`config.mk`:
```
export PLATFORM = sky130hd
export DESIGN_NAME = sps_port
export DESIGN_NICKNAME = d
export VERILOG_FILES = /design/src/hw/sps_pkg.sv /design/src/hw/sps_port.sv /design/src/hw/sps_skid.sv /design/src/hw/sps_rule_mon.sv
export SDC_FILE = /design/constraint.sdc
export NUM_CORES = 1
export LEC_CHECK = 0
export ABC_AREA = 1
export BUFFER_PORTS_ARGS = -buffer_cell sky130_fd_sc_hd__buf_4
export CAP_MARGIN = 15
export CORE_MARGIN = 1
export CORE_UTILIZATION = 50
export DETAILED_ROUTE_END_ITERATION = 10
export GPL_TIMING_DRIVEN = 0
export MAX_ROUTING_LAYER = met4
export PLACE_DENSITY = 0.75
export SLEW_MARGIN = 20
export SYNTH_ARGS = -nofsm -noshare
export SYNTH_HDL_FRONTEND = slang
export SYNTH_SLANG_ARGS = --single-unit
```
`constraint.sdc`:
```
create_clock -name i_mclk -period 5.6 [get_ports i_mclk]
set_input_delay 0.84 -clock i_mclk [delete_from_list [all_inputs] [get_ports i_mclk]]
set_output_delay 0.84 -clock i_mclk [all_outputs]
set_load 0.02 [all_outputs]
```
`src/hw/sps_pkg.sv`:
```
// Overview of operation
// - Beats move only on completed valid/ready handshake
// - One-way master-to-slave stream, no burst limit
// - Last marks packet end; absent last reads 0
// - Without last, stream is continuous, no packets
// - Absent data is zero; width 8 to 4096
// - Absent keep is ones; nulls only trailing; monitor checks a last beat only for a null byte 0
// - Absent strobe copies keep, else all ones
// - Absent id/dest are zero; width 1 to 32
// - Absent user is zero; width 1 to 4096
package sps_pkg;
  localparam int DATA_W_MIN = 8;
  localparam int DATA_W_MAX = 4096;
  localparam int ROUTE_W_MIN = 1;
  localparam int ROUTE_W_MAX = 32;
  localparam int USER_W_MIN = 1;
  localparam int USER_W_MAX = 4096;
  localparam int BYTE_W = 8;
  localparam int CNT_W = 32;
  localparam logic DFLT_READY = 1'h1;
  localparam logic DFLT_LAST = 1'h0;
  localparam logic DFLT_ZERO_BIT = 1'h0;
  localparam logic DFLT_ONE_BIT = 1'h1;
  localparam logic [CNT_W-1:0] CNT_RST = 32'h0000_0000;
endpackage : sps_pkg

```
`src/hw/sps_port.sv`:
```
`timescale 1ns/1ps
// Stream slave port feeding a stream master port through a
// two-entry buffer. Omitted sideband inputs are replaced by their
// fixed values, so the downstream side always sees a full port.
module sps_port #(
  parameter int DATA_W      = 32,
  parameter int ID_W        = 4,
  parameter int DEST_W      = 4,
  parameter int USER_W      = 1,
  parameter bit HAS_TDATA   = 1'h1,
  parameter bit HAS_TKEEP   = 1'h1,
  parameter bit HAS_TSTRB   = 1'h1,
  parameter bit HAS_TLAST   = 1'h1,
  parameter bit HAS_TID     = 1'h1,
  parameter bit HAS_TDEST   = 1'h1,
  parameter bit HAS_TUSER   = 1'h1,
  parameter bit HAS_M_READY = 1'h1
) (
  input  wire logic                i_mclk,
  input  wire logic                i_nrst,
  input  wire logic                i_s_tvalid,
  output logic                     o_s_tready,
  input  wire logic [DATA_W-1:0]   i_s_tdata,
  input  wire logic [DATA_W/8-1:0] i_s_tkeep,
  input  wire logic [DATA_W/8-1:0] i_s_tstrb,
  input  wire logic                i_s_tlast,
  input  wire logic [ID_W-1:0]     i_s_tid,
  input  wire logic [DEST_W-1:0]   i_s_tdest,
  input  wire logic [USER_W-1:0]   i_s_tuser,
  output logic                     o_m_tvalid,
  input  wire logic                i_m_tready,
  output logic [DATA_W-1:0]        o_m_tdata,
  output logic [DATA_W/8-1:0]      o_m_tkeep,
  output logic [DATA_W/8-1:0]      o_m_tstrb,
  output logic                     o_m_tlast,
  output logic [ID_W-1:0]          o_m_tid,
  output logic [DEST_W-1:0]        o_m_tdest,
  output logic [USER_W-1:0]        o_m_tuser,
  input  wire logic                i_err_clr,
  output logic                     o_err_null_bytes,
  output logic                     o_warn_strb_rem,
  output logic                     o_in_packet,
  output logic [31:0]              o_beat_count,
  output logic [31:0]              o_pkt_count
);
  localparam int KEEP_W = DATA_W / sps_pkg::BYTE_W;
  localparam int PAY_W  = DATA_W + 2 * KEEP_W + 1 + ID_W + DEST_W + USER_W;
  localparam int O_KEEP = DATA_W;
  localparam int O_STRB = O_KEEP + KEEP_W;
  localparam int O_LAST = O_STRB + KEEP_W;
  localparam int O_ID   = O_LAST + 1;
  localparam int O_DEST = O_ID + ID_W;
  localparam int O_USER = O_DEST + DEST_W;

  // Effective input fields after substitution of omitted signals
  wire [DATA_W-1:0] eff_data;
  wire [KEEP_W-1:0] eff_keep;
  wire [KEEP_W-1:0] eff_strb;
  wire              eff_last;
  wire [ID_W-1:0]   eff_id;
  wire [DEST_W-1:0] eff_dest;
  wire [USER_W-1:0] eff_user;
  wire              m_ready_eff;
  wire              s_fire;
  wire              m_fire;
  wire [PAY_W-1:0]  pay_in;
  wire [PAY_W-1:0]  pay_out;

  assign eff_data = HAS_TDATA ? i_s_tdata
                              : {DATA_W{sps_pkg::DFLT_ZERO_BIT}};
  assign eff_keep = HAS_TKEEP ? i_s_tkeep
                              : {KEEP_W{sps_pkg::DFLT_ONE_BIT}};
  // Omitted strobe follows keep, which is itself all ones if omitted
  assign eff_strb = HAS_TSTRB ? i_s_tstrb : eff_keep;
  assign eff_last = HAS_TLAST ? i_s_tlast : sps_pkg::DFLT_LAST;
  assign eff_id   = HAS_TID ? i_s_tid
                            : {ID_W{sps_pkg::DFLT_ZERO_BIT}};
  assign eff_dest = HAS_TDEST ? i_s_tdest
                              : {DEST_W{sps_pkg::DFLT_ZERO_BIT}};
  assign eff_user = HAS_TUSER ? i_s_tuser
                              : {USER_W{sps_pkg::DFLT_ZERO_BIT}};
  assign m_ready_eff = HAS_M_READY ? i_m_tready : sps_pkg::DFLT_READY;

  // A beat counts only in the cycle both sides agree
  assign s_fire = i_s_tvalid & o_s_tready;
  assign m_fire = o_m_tvalid & m_ready_eff;

  assign pay_in = {eff_user, eff_dest, eff_id, eff_last,
                   eff_strb, eff_keep, eff_data};

  // Payload flows one way only; the buffer never limits run length
  sps_skid #(
    .W (PAY_W)
  ) u_buf (
    .i_mclk  (i_mclk),
    .i_nrst  (i_nrst),
    .i_valid (i_s_tvalid),
    .o_ready (o_s_tready),
    .i_data  (pay_in),
    .o_valid (o_m_tvalid),
    .i_ready (m_ready_eff),
    .o_data  (pay_out)
  );

  assign o_m_tdata = pay_out[O_KEEP-1:0];
  assign o_m_tkeep = pay_out[O_STRB-1:O_KEEP];
  assign o_m_tstrb = pay_out[O_LAST-1:O_STRB];
  assign o_m_tlast = pay_out[O_LAST];
  assign o_m_tid   = pay_out[O_DEST-1:O_ID];
  assign o_m_tdest = pay_out[O_USER-1:O_DEST];
  assign o_m_tuser = pay_out[PAY_W-1:O_USER];

  sps_rule_mon #(
    .KEEP_W (KEEP_W)
  ) u_mon (
    .i_mclk     (i_mclk),
    .i_nrst     (i_nrst),
    .i_beat     (s_fire),
    .i_keep     (eff_keep),
    .i_strb     (eff_strb),
    .i_last     (eff_last),
    .i_clr      (i_err_clr),
    .o_null_err (o_err_null_bytes),
    .o_rem_warn (o_warn_strb_rem)
  );

  // Packet bookkeeping; without a last flag no boundary ever exists
  wire        pkt_end = s_fire & eff_last & HAS_TLAST;
  wire [31:0] next_beat_count = o_beat_count + 32'h0000_0001;
  wire [31:0] next_pkt_count  = o_pkt_count + 32'h0000_0001;
  wire        next_in_packet  = HAS_TLAST & ~eff_last;

  always_ff @(posedge i_mclk)
  begin
    if (!i_nrst)
    begin
      o_beat_count <= sps_pkg::CNT_RST;
      o_pkt_count  <= sps_pkg::CNT_RST;
      o_in_packet  <= 1'h0;
    end
    else
    begin
      if (s_fire)
        o_beat_count <= next_beat_count;
      if (pkt_end)
        o_pkt_count <= next_pkt_count;
      if (s_fire)
        o_in_packet <= next_in_packet;
    end
  end
endmodule : sps_port

```
`src/hw/sps_skid.sv`:
```
`timescale 1ns/1ps
// Two-entry buffer: output stage plus one skid slot, so ready is
// registered and a stall on the far side never drops a beat.
module sps_skid #(
  parameter int W = 8
) (
  input  wire logic         i_mclk,
  input  wire logic         i_nrst,
  input  wire logic         i_valid,
  output logic              o_ready,
  input  wire logic [W-1:0] i_data,
  output logic              o_valid,
  input  wire logic         i_ready,
  output logic [W-1:0]      o_data
);
  logic         skid_v;
  logic [W-1:0] skid;
  wire          in_fire  = i_valid & o_ready;
  wire          out_free = ~o_valid | i_ready;
  wire          next_skid_v = out_free ? 1'h0 : (skid_v | in_fire);

  always_ff @(posedge i_mclk)
  begin
    if (!i_nrst)
    begin
      o_valid <= 1'h0;
      skid_v  <= 1'h0;
      o_ready <= 1'h0;
    end
    else
    begin
      if (out_free)
        o_valid <= skid_v | in_fire;
      skid_v  <= next_skid_v;
      o_ready <= ~next_skid_v;
    end
  end

  // Payload needs no reset; it is qualified by the valid flags
  always_ff @(posedge i_mclk)
  begin
    if (out_free && skid_v)
      o_data <= skid;
    else if (out_free && in_fire)
      o_data <= i_data;
    if (!out_free && in_fire && !skid_v)
      skid <= i_data;
  end
endmodule : sps_skid

```
`src/hw/sps_rule_mon.sv`:
```
`timescale 1ns/1ps
// Watches accepted beats for byte-qualifier misuse by the sender.
module sps_rule_mon #(
  parameter int KEEP_W = 4
) (
  input  wire logic              i_mclk,
  input  wire logic              i_nrst,
  input  wire logic              i_beat,
  input  wire logic [KEEP_W-1:0] i_keep,
  input  wire logic [KEEP_W-1:0] i_strb,
  input  wire logic              i_last,
  input  wire logic              i_clr,
  output logic                   o_null_err,
  output logic                   o_rem_warn
);
  logic sparse_seen;
  wire  keep_full  = &i_keep;
  wire  null_bad   = i_beat & ((~keep_full & ~i_last) | ~i_keep[0]);
  wire  sparse_now = i_strb != i_keep;
  wire  rem_only   = i_beat & i_last & sparse_now & ~sparse_seen;

  always_ff @(posedge i_mclk)
  begin
    if (!i_nrst)
    begin
      o_null_err  <= 1'h0;
      o_rem_warn  <= 1'h0;
      sparse_seen <= 1'h0;
    end
    else
    begin
      // Set beats clear when both land in one cycle
      o_null_err <= null_bad | (o_null_err & ~i_clr);
      o_rem_warn <= rem_only | (o_rem_warn & ~i_clr);
      if (i_beat)
        sparse_seen <= ~i_last & (sparse_seen | sparse_now);
    end
  end
endmodule : sps_rule_mon

```
==> metrics.md <==
| Metric | Value |
|---|---|
| Worst hold path type | register to register |
| Top cell type's share of synthesized area | 40.5% |
| Vias in the first global route | 5291 |
| I/O Buffers | 173 |
| Setup ws final | 3.15 ns |
| Die Width | 124 um |
| Pwr dens | 273 nW/um2 |
| Cell taking the most area after synthesis | edfxtp_1 |
| Syn Inst Count | 739 |
| R2R setup slack | 3.28 ns |
| Total grt overflow | 0 |
| Routability Congestion | 0.901 |
| Routed vias | 5760 |
| Pre-antenna DRT Iters | 5 |
| Worst Clk Skew | 0.00669 ns |
| Crit Path Max Fanout | 10 |
| Post-Place Setup Slack | 2.67 ns |
| Max-cap violations | 0 |
| Clock sink count | 171 |
| Period utilisation layout | 43.7% |
| H-tree depth | 4 |
| WP buf/inv | 5 |
| Die Area | 15300 um2 |
| # diodes | 0 |
| Area Overhead vs Synth | 29.6% |
| Initial antenna violation count | 0 |
| Post-synth top cells | nand2_1, nor2_1, edfxtp_1, dfxtp_1, inv_1 |
| Syn Area/Cell | 10.0 um2 |
| Reg2Reg Depth | 7 |
| Most frequent cell after synthesis | nand2_1 |
| VDD IR max | 0.000200 V |
| Crit path launch type | input pin |
| Ys async rst share | 0% |
| Setup Viol. Count Final | 0 |
| Syn_nets | 796 |
| Design Power | 2.63 mW |
| Clk_lat worst skew | 0.43 ns |
| First-pass GRT wire length | 26400 um |
| Unrepaired setup endpoints after global routing | no |
| YS warnings | 0 |
| Hold Buf Count CTS | 0 |
| Share of layout cells above drive strength 1 | 30.7% |
| Worst path slowest cell | nor3_2 |
| Longest Clk Path Bufs | 2 |
| Final count of hold timing violations | 0 |
| Fin crit period | 2.45 ns |
| Pin count of the biggest net entering global routing | 19 |
| CP max stage delay | 0.57 ns |
| Core area | 14500 um2 |
| Vias per cell | 5.07 |
| HPWL after DPL | 12900 um |
| Iter 0 DRT Violations | 307 |
| CTS buffer count | 17 |
| FMAX | 408 MHz |
| GRT Overall Usage | 23.8% |
| FP Rows | 44 |
| Number of synthesized register bits | 171 |
| Setup TNS | 0 ns |
| Hold Path Stages | 2 |
| Crit end category | register |
| Final Max Slew Viols | 0 |
| ANT nets after route | 0 |
| CP cell instances | buf_4 -> nor2_1 -> inv_1 -> nor3_2 -> buf_6 -> buf_4 -> buf_6 |
| Post-CTS setup buffers | 0 |
| Crit path kind | input pin to register |
| Synth area leaders | edfxtp_1, dfxtp_1, mux2_2 |
| Status | completed |
| Worst slew pin tran | 0.721 ns |
| Clk pin slew, worst setup/hold paths | 0.06 ns |
| Predominant post-synthesis flop cell | edfxtp_1 |
| Root Buffer | clkbuf_16 |
| DRC viols | 0 |
| Chip height | 124 um |
| Post-synth EDFFs | 100 |
| # nets final | 995 |
| # IOs | 174 |
| Post-CTS resize count | 0 |
| Crit path depth | 7 |
| Leakage power | 3.73 nW |
| Routed WL | 17100 um |
| WL/cell | 15.0 um |
| Post-synthesis sequential area ratio | 59.7% |
| Relative slew slack | 51.7% |
| Required time of the critical path | 5.74 ns |
| Top cell family by delay on the critical path | simple AND/OR/NAND/NOR gates |
| Library cells used by synthesis | 37 |
| Starting Density | 51.2% |
| Post-layout util | 66.3% |
| WP data arrival | 2.59 ns |
| Post-Syn Area | 7410 um2 |
| CTS tree | yes |
## report_power, final
group / leakage (nW) / internal (mW) / switching, mW
logic: 1.98 / 0.0813 / 0.0938
registers: 1.49 / 1.36 / 0.00981
clock network: 0.261 / 0.574 / 0.507
total: 3.73 / 2.01 / 0.610
## sequential cells by signal, summed over array words and instances (netlist names)
signal,flops
u_mon.sparse_seen,1
u_mon.o_null_err,1
o_pkt_count,32
o_in_packet,1
u_mon.o_rem_warn,1
u_buf.skid,50
u_buf.o_valid,1
u_buf.o_data,50
o_beat_count,32
u_buf.skid_v,1
u_buf.o_ready,1
## logic make-up (layout without fill, tap and decap cells)
group	after synthesis	after routing	synth area share, %
simple gates	360	360	22.1
flops	171	171	59.7
buf+inv	82	294	4.58
compound gates	65	65	4.66
mux	49	49	7.45
xor+xnor	10	10	1.18
fa+ha+maj	2	2	0.338
## stage by stage
stage	hold WS (ns)	cells	instance area, um2
floorplan	0.434	739	7410
global placement	0.444	1096	8940
detailed placement	0.452	1103	9060
CTS	0.462	1135	9600
global route	0.484	1135	9600
finish	0.460	1135	9600
## layout by cell type (no fill, tap or decap), drive strengths merged
master      n
and3        1
nor3b       1
nand3b      3
nand2     150
nand3      43
o21ai      24
nor2b       1
ha          2
nor2      130
nand4      18
buf       188
a21oi      33
clkinv      7
clkinvlp    2
o21bai      3
and2        4
xnor2       7
edfxtp    100
mux2       49
xor2        3
dfxtp      71
a31oi       3
nor3        9
clkbuf     22
o21a        2
inv        75
## routing by layer
| layer | part of all wire [%] | global-route usage (%) | routed length (um) |
|---|---|---|---|
| met1 | 43 | 29.1 | 7350 |
| met2 | 48 | 37.7 | 8120 |
| met3 | 7.8 | 6.41 | 1330 |
| met4 | 1.5 | 8.81 | 260 |
| met5 | 0 | - | 0 |
## layout make-up
cell class	instances	area, um2
timing repair buffer	180	1410
clock inverter	15	115
multi-input combinational	486	2660
fill	1160	4880
buffer	13	80.1
clock buffer	17	425
tap	184	230
sequential	171	4420
inverter	69	259
## worst register-to-register path: cells and delay by family, from the launching register on
family	cells	cell delay, ns
AND/OR/NAND/NOR	2	0.87
buffers and inverters	5	0.80
flip-flops	1	0.36
## path summary, 6_finish.rpt
| kind | to | from |
|---|---|---|
| min | u_mon.sparse_seen | u_mon.sparse_seen |
| max | u_buf.skid[40] | i_m_tready |
| min reg2reg | u_mon.sparse_seen | u_mon.sparse_seen |
| max reg2reg | u_buf.skid[40] | u_buf.o_valid |
(Power assumes the default switching activity.)
